==> src/inc/tswd_pkg.sv <==
// constants and types for the two-stage watchdog
// Function
// boot enable loads 65535-tenth first countdown
// boot switch off leaves watchdog disabled
// first expiry warns host, starts final stage
// final stage defaults to one second
// final stage expiry resets the whole system
// reset is done by toggling power
// host restarts first stage before expiry
// host restarts watchdog after a watchdog reset
// output-full and vendor flags stay set
// host clears output-full by reading one byte
// final stage waits for dispatched warning
// clear-interrupt rewinds and cancels pending action
// get, set and heartbeat commands supported
// zero final reload resets at first expiry
// set with all-ones values stops watchdog
// running final stage cannot be stopped
// starting a stage restarts the running one
// first value kept no greater than final; code lowers first only on a set made in the first stage and raises final on a set made in the final stage
// tenth-second prescaler drives first-stage countdown
// second tick drives final stage after interlock
package tswd_pkg;
  localparam int unsigned TSWD_CLK_HZ = 125000000;
  localparam int unsigned TSWD_TICK_MS = 100;
  localparam int unsigned TSWD_TICK_CYCLES = TSWD_CLK_HZ / 1000 * TSWD_TICK_MS;
  localparam int unsigned TSWD_POWER_OFF_MS = 100;
  localparam int unsigned TSWD_POWER_OFF_CYCLES = TSWD_CLK_HZ / 1000 * TSWD_POWER_OFF_MS;
  localparam int unsigned TSWD_DIV_W = 27;
  localparam int unsigned TSWD_FIRST_W = 16;
  localparam int unsigned TSWD_FINAL_W = 8;
  localparam logic [3:0] TSWD_TICKS_PER_SEC = 4'ha;
  localparam logic [3:0] TSWD_TICKS_LAST = 4'h9;
  localparam logic [15:0] TSWD_FIRST_BOOT = 16'hffff;
  localparam logic [15:0] TSWD_FIRST_STOP = 16'hffff;
  localparam logic [7:0] TSWD_FINAL_DEFAULT = 8'h01;
  localparam logic [7:0] TSWD_FINAL_STOP = 8'hff;
  // register byte offsets
  localparam logic [7:0] TSWD_OFS_RELOAD = 8'h00;
  localparam logic [7:0] TSWD_OFS_HEARTBEAT = 8'h04;
  localparam logic [7:0] TSWD_OFS_STATUS = 8'h08;
  localparam logic [7:0] TSWD_OFS_COUNT = 8'h0c;
  localparam logic [7:0] TSWD_OFS_HOSTPORT = 8'h10;
  localparam logic [7:0] TSWD_OFS_CLEARINT = 8'h14;
  // field positions
  localparam int unsigned TSWD_FINAL_LSB = 16;
  localparam int unsigned TSWD_ST_ENABLED = 0;
  localparam int unsigned TSWD_ST_FIRST = 1;
  localparam int unsigned TSWD_ST_WARN = 2;
  localparam int unsigned TSWD_ST_FINAL = 3;
  localparam int unsigned TSWD_ST_POWER = 4;
  localparam int unsigned TSWD_ST_EXPIRED = 5;
  localparam int unsigned TSWD_HP_FULL = 0;
  localparam int unsigned TSWD_HP_VENDOR = 1;
  typedef enum logic [2:0] {
    TSWD_IDLE = 3'b000,
    TSWD_FIRST = 3'b001,
    TSWD_WARN = 3'b010,
    TSWD_FINAL = 3'b011,
    TSWD_POWER = 3'b100
  } tswd_state_type;
endpackage : tswd_pkg

==> src/core/tswd_top.sv <==
// two-stage watchdog core with apb register access
`timescale 1ns/1ns
module tswd_top
  import tswd_pkg::*;
#(
  parameter int unsigned TICK_CYCLES = TSWD_TICK_CYCLES,
  parameter int unsigned POWER_OFF_CYCLES = TSWD_POWER_OFF_CYCLES
) (
  input wire logic pclk,
  input wire logic presetn,
  input wire logic ce,
  input wire logic psel,
  input wire logic penable,
  input wire logic pwrite,
  input wire logic [7:0] paddr,
  input wire logic [31:0] pwdata,
  output logic [31:0] prdata,
  output logic pready,
  output logic pslverr,
  input wire logic wd_boot_enable,
  output logic warn_req,
  input wire logic warn_ack,
  output logic power_off,
  input wire logic host_byte_read,
  output logic host_output_full_flag,
  output logic vendor_status_flag
);

  function automatic logic mapped(input logic [7:0] a);
    mapped = (a == TSWD_OFS_RELOAD) || (a == TSWD_OFS_HEARTBEAT) ||
             (a == TSWD_OFS_STATUS) || (a == TSWD_OFS_COUNT) ||
             (a == TSWD_OFS_HOSTPORT) || (a == TSWD_OFS_CLEARINT);
  endfunction : mapped

  // first-stage value expressed in whole seconds, rounded up, saturated
  // one spare bit keeps the round-up from wrapping near full scale
  function automatic logic [7:0] to_secs(input logic [15:0] tenths);
    logic [16:0] s;
    s = (17'(tenths) + 17'(TSWD_TICKS_LAST)) / 17'(TSWD_TICKS_PER_SEC);
    to_secs = (s > 17'(TSWD_FINAL_STOP)) ? TSWD_FINAL_STOP : s[7:0];
  endfunction : to_secs

  tswd_state_type state_q, state_d;
  logic [15:0] first_rl_q, first_rl_d;
  logic [7:0] final_rl_q, final_rl_d;
  logic [15:0] first_cnt_q, first_cnt_d;
  logic [7:0] final_cnt_q, final_cnt_d;
  logic [TSWD_DIV_W-1:0] div_q, div_d;
  logic [3:0] sec_div_q, sec_div_d;
  logic [TSWD_DIV_W-1:0] pwr_q, pwr_d;
  logic boot_done_q, boot_done_d;
  logic expired_q, expired_d;
  logic full_q, full_d;
  logic vendor_q, vendor_d;
  logic [31:0] rdata_q, rdata_d;
  logic rd_loaded_q, rd_loaded_d;

  logic acc, wr;
  logic wr_reload, wr_hb, wr_status, wr_clear;
  logic tenth_tick, sec_tick;
  logic [15:0] new_first;
  logic [7:0] new_final;
  logic stop_req;

  assign pready = ce & rd_loaded_q;
  assign acc = psel & penable & pready;
  assign wr = acc & pwrite & mapped(paddr);
  assign pslverr = acc & ~mapped(paddr);
  assign prdata = rdata_q;
  assign wr_reload = wr && (paddr == TSWD_OFS_RELOAD);
  assign wr_hb = wr && (paddr == TSWD_OFS_HEARTBEAT);
  assign wr_status = wr && (paddr == TSWD_OFS_STATUS);
  assign wr_clear = wr && (paddr == TSWD_OFS_CLEARINT);
  assign new_first = pwdata[TSWD_FINAL_LSB-1:0];
  assign new_final = pwdata[TSWD_FINAL_LSB +: TSWD_FINAL_W];
  assign stop_req = (new_first == TSWD_FIRST_STOP) && (new_final == TSWD_FINAL_STOP);
  assign warn_req = (state_q == TSWD_WARN);
  assign power_off = (state_q == TSWD_POWER);
  assign host_output_full_flag = full_q;
  assign vendor_status_flag = vendor_q;

  // prescaler: free-running tenth-second tick
  always_comb begin
    div_d = div_q + 1'b1;
    tenth_tick = 1'b0;
    if (div_q == TSWD_DIV_W'(TICK_CYCLES - 1)) begin
      div_d = '0;
      tenth_tick = 1'b1;
    end
  end

  // read data is captured in the setup cycle, so the access cycle answers at once
  always_comb begin
    rd_loaded_d = psel & ~(penable & pready);
    rdata_d = rdata_q;
    if (psel && !penable) begin
      unique case (paddr)
        TSWD_OFS_RELOAD: rdata_d = {8'h00, final_rl_q, first_rl_q};
        TSWD_OFS_STATUS: begin
          rdata_d = '0;
          rdata_d[TSWD_ST_ENABLED] = (state_q != TSWD_IDLE);
          rdata_d[TSWD_ST_FIRST] = (state_q == TSWD_FIRST);
          rdata_d[TSWD_ST_WARN] = (state_q == TSWD_WARN);
          rdata_d[TSWD_ST_FINAL] = (state_q == TSWD_FINAL);
          rdata_d[TSWD_ST_POWER] = (state_q == TSWD_POWER);
          rdata_d[TSWD_ST_EXPIRED] = expired_q;
        end
        TSWD_OFS_COUNT: rdata_d = {8'h00, final_cnt_q, first_cnt_q};
        TSWD_OFS_HOSTPORT: rdata_d = {30'h0, vendor_q, full_q};
        default: rdata_d = '0;
      endcase
    end
  end

  // reload registers written by the set command
  always_comb begin
    first_rl_d = first_rl_q;
    final_rl_d = final_rl_q;
    if (!boot_done_q && wd_boot_enable) begin
      first_rl_d = TSWD_FIRST_BOOT;
    end else if (wr_reload) begin
      first_rl_d = new_first;
      final_rl_d = new_final;
      if (stop_req) begin
        first_rl_d = new_first;
      end else if (state_q == TSWD_FIRST &&
                   16'(new_final) * 16'(TSWD_TICKS_PER_SEC) < new_first) begin
        first_rl_d = 16'(new_final) * 16'(TSWD_TICKS_PER_SEC);
      end else if (state_q == TSWD_FINAL && to_secs(new_first) > new_final) begin
        final_rl_d = to_secs(new_first);
      end
    end
  end

  // main sequencer
  always_comb begin
    state_d = state_q;
    first_cnt_d = first_cnt_q;
    final_cnt_d = final_cnt_q;
    sec_div_d = sec_div_q;
    pwr_d = pwr_q;
    boot_done_d = 1'b1;
    expired_d = expired_q;
    sec_tick = 1'b0;
    if (state_q == TSWD_FINAL && tenth_tick) begin
      sec_div_d = sec_div_q + 1'b1;
      if (sec_div_q == TSWD_TICKS_LAST) begin
        sec_div_d = '0;
        sec_tick = 1'b1;
      end
    end
    if (wr_status && pwdata[TSWD_ST_EXPIRED]) begin
      expired_d = 1'b0;
    end
    unique case (state_q)
      TSWD_IDLE: begin
        if (!boot_done_q && wd_boot_enable) begin
          state_d = TSWD_FIRST;
          first_cnt_d = TSWD_FIRST_BOOT;
        end else if (wr_hb && !(first_rl_q == TSWD_FIRST_STOP &&
                                final_rl_q == TSWD_FINAL_STOP)) begin
          state_d = TSWD_FIRST;
          first_cnt_d = first_rl_q;
        end
      end
      TSWD_FIRST: begin
        if (wr_reload && stop_req) begin
          state_d = TSWD_IDLE;
        end else if (wr_hb || wr_clear) begin
          first_cnt_d = first_rl_q;
        end else if (tenth_tick) begin
          if (first_cnt_q <= 16'h0001) begin
            first_cnt_d = '0;
            expired_d = 1'b1;
            state_d = (final_rl_q == '0) ? TSWD_POWER : TSWD_WARN;
          end else begin
            first_cnt_d = first_cnt_q - 1'b1;
          end
        end
      end
      TSWD_WARN: begin
        if (wr_reload && stop_req) begin
          state_d = TSWD_IDLE;
        end else if (wr_hb || wr_clear) begin
          state_d = TSWD_FIRST;
          first_cnt_d = first_rl_q;
        end else if (warn_ack) begin
          state_d = TSWD_FINAL;
          final_cnt_d = final_rl_q;
          sec_div_d = '0;
        end
      end
      TSWD_FINAL: begin
        // stop requests are ignored here on purpose
        if (wr_clear) begin
          state_d = TSWD_FIRST;
          first_cnt_d = first_rl_q;
        end else if (wr_hb) begin
          final_cnt_d = final_rl_q;
          sec_div_d = '0;
        end else if (sec_tick) begin
          if (final_cnt_q <= 8'h01) begin
            final_cnt_d = '0;
            state_d = TSWD_POWER;
          end else begin
            final_cnt_d = final_cnt_q - 1'b1;
          end
        end
      end
      TSWD_POWER: begin
        pwr_d = pwr_q + 1'b1;
        if (pwr_q == TSWD_DIV_W'(POWER_OFF_CYCLES - 1)) begin
          pwr_d = '0;
          state_d = TSWD_IDLE;
        end
      end
      default: state_d = TSWD_IDLE;
    endcase
  end

  // host port flags: only the host's byte read clears them
  always_comb begin
    full_d = full_q;
    vendor_d = vendor_q;
    if (host_byte_read) begin
      full_d = 1'b0;
      vendor_d = 1'b0;
    end
    if (state_q == TSWD_WARN && warn_ack) begin
      full_d = 1'b1;
    end
    if (state_q == TSWD_POWER) begin
      vendor_d = 1'b1;
    end
  end

  always_ff @(posedge pclk or negedge presetn) begin
    if (!presetn) begin
      state_q <= TSWD_IDLE;
      first_rl_q <= TSWD_FIRST_BOOT;
      final_rl_q <= TSWD_FINAL_DEFAULT;
      first_cnt_q <= '0;
      final_cnt_q <= '0;
      div_q <= '0;
      sec_div_q <= '0;
      pwr_q <= '0;
      boot_done_q <= 1'b0;
      expired_q <= 1'b0;
      full_q <= 1'b0;
      vendor_q <= 1'b0;
      rdata_q <= '0;
      rd_loaded_q <= 1'b0;
    end else if (ce) begin
      state_q <= state_d;
      first_rl_q <= first_rl_d;
      final_rl_q <= final_rl_d;
      first_cnt_q <= first_cnt_d;
      final_cnt_q <= final_cnt_d;
      div_q <= div_d;
      sec_div_q <= sec_div_d;
      pwr_q <= pwr_d;
      boot_done_q <= boot_done_d;
      expired_q <= expired_d;
      full_q <= full_d;
      vendor_q <= vendor_d;
      rdata_q <= rdata_d;
      rd_loaded_q <= rd_loaded_d;
    end
  end

endmodule : tswd_top

==> config.mk <==
export PLATFORM = sky130hd
export DESIGN_NAME = tswd_top
export DESIGN_NICKNAME = d
export VERILOG_FILES = /design/src/inc/tswd_pkg.sv /design/src/core/tswd_top.sv
export SDC_FILE = /design/constraint.sdc
export NUM_CORES = 1
export LEC_CHECK = 0
export BUFFER_PORTS_ARGS = -buffer_cell sky130_fd_sc_hd__buf_2
export CORE_MARGIN = 4
export CORE_UTILIZATION = 34
export DETAILED_ROUTE_END_ITERATION = 7
export PLACE_DENSITY = 0.6
export SYNTH_ARGS = -nofsm -noshare
export SYNTH_HDL_FRONTEND = slang
export SYNTH_SLANG_ARGS = --single-unit
==> constraint.sdc <==
create_clock -name pclk -period 3.81 [get_ports pclk]
set_input_delay 0.762 -clock pclk [delete_from_list [all_inputs] [get_ports pclk]]
set_output_delay 0.762 -clock pclk [all_outputs]
set_load 0.01 [all_outputs]
[Word-level counts from Yosys, hierarchy flattened]
Cells that the tools add are included.
Word-level totals
  bits in registers: 146
  input bits: 49
  output and inout port bits: 38
  word-level logic and storage cells: 179
Operators by class
  add/subtract/negate cells: 6
  multiply operators: 1
  divide/modulo/power cells: 1
  order comparisons: 5
  equality and inequality tests: 34
  multiplexer cells: 65
  bitwise operators: 11
  reduce and logical (&&, ||, !) cells: 42
Operators with widths (number)
  2-to-1 mux 16 bit: 13
  case mux 24 bit (4 select lines): 1
  2-to-1 mux 8 bit: 11
  case mux 16 bit (4 select lines): 1
  adder 27 x 1 -> 27 bit (second input constant): 2
  equality test 27 x 24 -> 1 bit (second input constant): 2
  2-to-1 mux 27 bit: 2
  2-to-1 mux 3 bit: 15
  equality test 16 bit (second input constant): 2
  2-to-1 mux 4 bit: 7
  adder 16 x 4 -> 17 bit (second input constant): 1
  divider 17 x 4 -> 17 bit (second input constant): 1
  greater-than comparator 17 x 8 -> 1 bit (second input constant): 1
  equality test 8 x 4 -> 1 bit (second input constant): 2
  equality test 8 x 5 -> 1 bit (second input constant): 2
  equality test 8 bit (second input constant): 2
  less-or-equal comparator 16 x 1 -> 1 bit (second input constant): 1
  logical NOT 8 bit: 2
  less-than comparator 12 x 16 -> 1 bit: 1
  case mux 8 bit (2 select lines): 1
  subtractor 16 x 1 -> 16 bit (second input constant): 1
  logical AND 1 bit: 15
  inequality test 3 bit (second input constant): 5
  case mux 3 bit (5 select lines): 1
  30 further kinds: 73

[Logic depth before layout (Yosys ltp)]
  depth after elaboration: 15
  gate-level depth with buffers: 31
  gate-level depth less buffers: 28

[Worst setup path after synthesis]
OpenSTA, ideal clock, no wires.
  kind: input port to flip-flop
  start point: in pwdata[2]
  end point: reg final_rl_q[0]
  data arrival time: 6.165 ns
  slack: -2.438 ns
  stages: 29
  path buffers: 3
  path through: buf_2 a31oi_2 nor3_1 xnor2_1 clkbuf_1 nand3_1 and4_4 or3_1 buf_6 a211o_1 nand2_1 o31ai_2 a2111oi_2 nor2_1 xnor2_1 a211oi_2 a221o_1 nand4_1 ha_1 nor2b_1 o21ai_0 nand2b_1 a21oi_1 o21ai_0 o2111ai_1 inv_2 or3_1 o21ai_0 a21oi_2
Between the ends
  cells in the longest elaborated chain, start to end: 9
  elaborated cells between the ends (all ways): 13
  those cells by class: add/sub (1); div (1); order compare (3); eq/ne (1); mux (4); reduce/logical (3)
RTL lines
  start, declared: RTL line tswd_top.sv:16  | input wire logic [31:0] pwdata,
  adder 16 x 4 -> 17 bit: RTL line tswd_top.sv:39  | s = (17'(tenths) + 17'(TSWD_TICKS_LAST)) / 17'(TSWD_TICKS_PER_SEC);
  divider 17 x 4 -> 17 bit: RTL line tswd_top.sv:39
  greater-than comparator 17 x 8 -> 1 bit: RTL line tswd_top.sv:40  | to_secs = (s > 17'(TSWD_FINAL_STOP)) ? TSWD_FINAL_STOP : s[7:0];
  2-to-1 mux 8 bit: RTL line tswd_top.sv:40
  greater-than comparator 8 bit: RTL line tswd_top.sv:129  | end else if (state_q == TSWD_FINAL && to_secs(new_first) > new_final) begin
  logical AND 1 bit: RTL line tswd_top.sv:129
  2-to-1 mux 8 bit: RTL line tswd_top.sv:129
  2-to-1 mux 8 bit: RTL line tswd_top.sv:126  | end else if (state_q == TSWD_FIRST &&
  2-to-1 mux 8 bit (*): RTL line tswd_top.sv:124  | if (stop_req) begin
  end signal, assigned: RTL line tswd_top.sv:256  | final_rl_q <= final_rl_d;
  end, declared: RTL line tswd_top.sv:45  | logic [7:0] final_rl_q, final_rl_d;
Mark *: on every way between the ends. The rest lies on a longest branch, timed or not.
A chain may end at the register's enable or synchronous reset.

[Worst setup path in the final report]
  start point: in pwdata[8]
  end point: reg final_rl_q[0]
Same word-level chain as after synthesis.

==> results.md <==
- Fmax: 168 MHz
- Reg2Reg Launch Point: div_q[7]
- Hold Fails Final Rpt: 0
- Ports: 87
- Slowest stage delay, CP: 0.44 ns
- CP arrival: approximately 6.3 ns
- Pleak: between 5 and 6 nW
- Area delta synth->final: 41.7%
- Drt first pass iters: 5
- Reg2reg path depth: 10
- Num CTS Buffers: 17
- Final critical-path required period: 5.96 ns
- Slew @ Worst Pin: between 1 and 1.5 ns
- Die area: 0.0316 mm^2
- Root buffer cell: clkbuf_16
- Worst Skew: between 0.008 and 0.009 ns
- HP Class: in -> async
- Final net count: 1,516
- Starting Density: 0.349
- Critical path type: in -> reg
- Num rows: 61
- Grt total ovfl: 0
- Worst Path Required: approximately 4.2 ns
- Final setup fails: 8
- Post-cts hold buffer count: 0
- Tcrit/Tclk final: 1.56
- Largest cells by area after synthesis: dfrtp_1 31%, o21ai_0 5.9%, nand2_1 5.8%
- Power Dens Cells: roughly 420 mW/mm^2
- Setup TNS Final: -16.55 ns
- Setup crit end: final_rl_q[0]
- Ratio of cells with drive above 1 in the final layout: 0.331
- Synth Flop Type: dfrtp_1
- CTS tree: done
- Unrepaired setup endpoints after global routing: true
- Antenna diode count: 0
- RePlAce Congestion: slightly below 0.9
- Synth unique cells: 84
- Chip height: 178 um
- Vias: 9,872
- VDD IR-drop max: between 0.3 and 0.4 mV
- Async SR Flop Fraction: 1.00
- Drt drc: 0
- Seq/Total Area, Yosys: 0.355
- Worst Setup End Kind: flop
- Reg2reg end: state_q[0]
- Yosys top cell area share: 0.309
- Crit-path slowest cell: a221o_1
- Post-DP HPWL: 22.1 mm
- Mapped Cells: 1,175
- Top cell type by total area after synthesis: dfrtp_1
- Gr usage total: 0.187
- Top fanout value on the critical path: 7
- Crit start category: input pin
- Post-synth top cells: 152 x nand2_1, 121 x dfrtp_1, 116 x o21ai_0, 100 x nor2_1
- Most common cell in the synthesized netlist: nand2_1
- Die width: 178 um
- EDFF count, synth: 0
- Failing checks: negative setup slack
- CTS sink cnt: 138
- Seq cells post-synth: 138
- Iter 0 DRT Violations: 681
- Slew margin rel.: 0.162
- Status: finished, violations left
- First-pass GRT wire length: 48.1 mm
- Post-DP Area: 0.0118 mm^2
- Clk buf depth: 2
- Wire per inst: 16.9 um
- Initial antenna violation count: 0
- Fill cell count: 2,659
- Mean post-synth cell area: about 8.3 um^2
- Reg clk slew, reported paths: 0.06 ns
- Htree depth: 4
- Final instance area: 0.0139 mm^2
- Worst-Skew Late Latency: between 0.4 and 0.5 ns
- Setup slack after layout: -2.15 ns
- Max-cap viol count: 0
- Core box area: between 0.02 and 0.03 mm^2
- Number of global-route vias before repair: 9,406
- Reg2Reg Setup Slack: 0.86 ns
- Largest net degree at the start of global routing: between 80 and 90
- Slew Viols, Final: 0
- Port buffer count: 70
- Total Routed Length: 30.6 mm
- Warnings from Yosys: 0
- Vias per inst: approximately 5.4
- Crit path launch: pwdata[8]
- ANT nets after route: 0
- Mapped Area: 0.00980 mm^2
==> area by class of cell <==
cell class / instances / area (um^2) / area share
Sequential cell: 138 / 3470 / 0.250
Multi-Input combinational cell: 953 / 6960 / 0.501
Clock buffer: 19 / 453 / 0.0326
Clock inverter: 13 / 215 / 0.0155
Timing Repair Buffer: 279 / 2170 / 0.156
Tap cell: 378 / 473 / 0.0341
Inverter: 38 / 143 / 0.0103
==> power by group <==
part	switching [mW]	total, mW	internal, mW
Combinational	1.11	2.10	0.997
Sequential	0.221	1.86	1.64
Clock	0.653	1.86	1.20
Total	1.98	5.82	3.84
==> routing by layer <==
layer,routed length [um],part of all wire,track usage,up-vias
li1,-,-,-,4781
met1,14000,0.46,0.264,4759
met2,14200,0.46,0.294,299
met3,1940,0.063,0.0337,33
met4,465,0.015,0.0535,0
met5,0,0,0,-
==> how the worst min path moves through the flow <==
stage                 from        endpoint  slack, ns  cells after the start
6_report           presetn       prdata[9]       0.39                      1
5_1_grt            presetn  first_cnt_q[4]       0.45                      1
4_1_cts            presetn  first_cnt_q[6]       0.42                      1
3_5_place_dp   boot_done_q     boot_done_q       0.46                      1
3_3_place_gp   boot_done_q     boot_done_q       0.46                      1
2_1_floorplan  boot_done_q     boot_done_q       0.44                      1
==> cell families after synthesis <==
kind of cell	count (synthesis)	share of synthesized area
AOI/OAI and AO/OA	314	0.205
DFF	138	0.355
and+or+nand+nor	479	0.243
muxes	23	0.0244
other	1	0.000383
xor gates and xnor gates	87	0.0785
adders and majority gates	42	0.0539
buffers and inverters	91	0.0402
==> cell usage in the layout, fill, tap and decap left out, types with 11 or more instances in the layout <==
| cell | instances |
|---|---|
| a21oi_2 | 17 |
| nor2_1 | 94 |
| and3_1 | 13 |
| o21ai_0 | 98 |
| xor2_1 | 27 |
| a21oi_1 | 38 |
| o21ai_1 | 17 |
| nand3_1 | 31 |
| dfrtp_1 | 121 |
| nor3_1 | 30 |
| xnor2_1 | 51 |
| o211ai_1 | 11 |
| nand2_1 | 143 |
| nand4_1 | 31 |
| clkbuf_16 | 17 |
| nor4_1 | 21 |
| nand2b_1 | 13 |
| buf_4 | 187 |
| a22oi_1 | 24 |
| buf_2 | 56 |
| buf_6 | 24 |
| ha_1 | 34 |
| dfstp_2 | 17 |
| inv_1 | 35 |
==> timing repair <==
item,4_1_cts,5_1_grt
pin swaps,34,67
cloned,1,0
setup buffers,29,22
endpoints found under the setup margin,17,24
hold endpoints to repair,0,0
resized for setup,106,119
==> state kept, by name (all words and copies together), names as in the netlist <==
signal / flops
first_rl_q: 16
expired_q: 1
prdata: 24
state_q: 3
final_cnt_q: 8
final_rl_q: 8
host_output_full_flag: 1
div_q: 27
rd_loaded_q: 1
boot_done_q: 1
first_cnt_q: 16
pwr_q: 27
vendor_status_flag: 1
sec_div_q: 4
==> metrics by stage <==
stage          power (mW)  setup WS, ns  cells  hold slack [ns]  utilization
3_3_place_gp         3.47         -2.52   1740            0.455        0.420
5_1_grt              6.14         -2.42   1818            0.454        0.494
3_5_place_dp         3.50         -2.61   1740            0.457        0.420
2_1_floorplan        2.87         -2.13   1182            0.440            -
6_report             5.82         -2.15   1818            0.395        0.494
4_1_cts              5.55         -1.92   1800            0.419        0.468
==> critical path, delay by kind of cell <==
family          cells  cell delay [ns]
simple gates        8             1.45
fa+ha+maj           1             0.26
buf+inv             5             0.72
compound gates     14             2.48
xor+xnor            1             0.26
mux                 1             0.35
No activity file was read; power rests on OpenSTA's default activity.
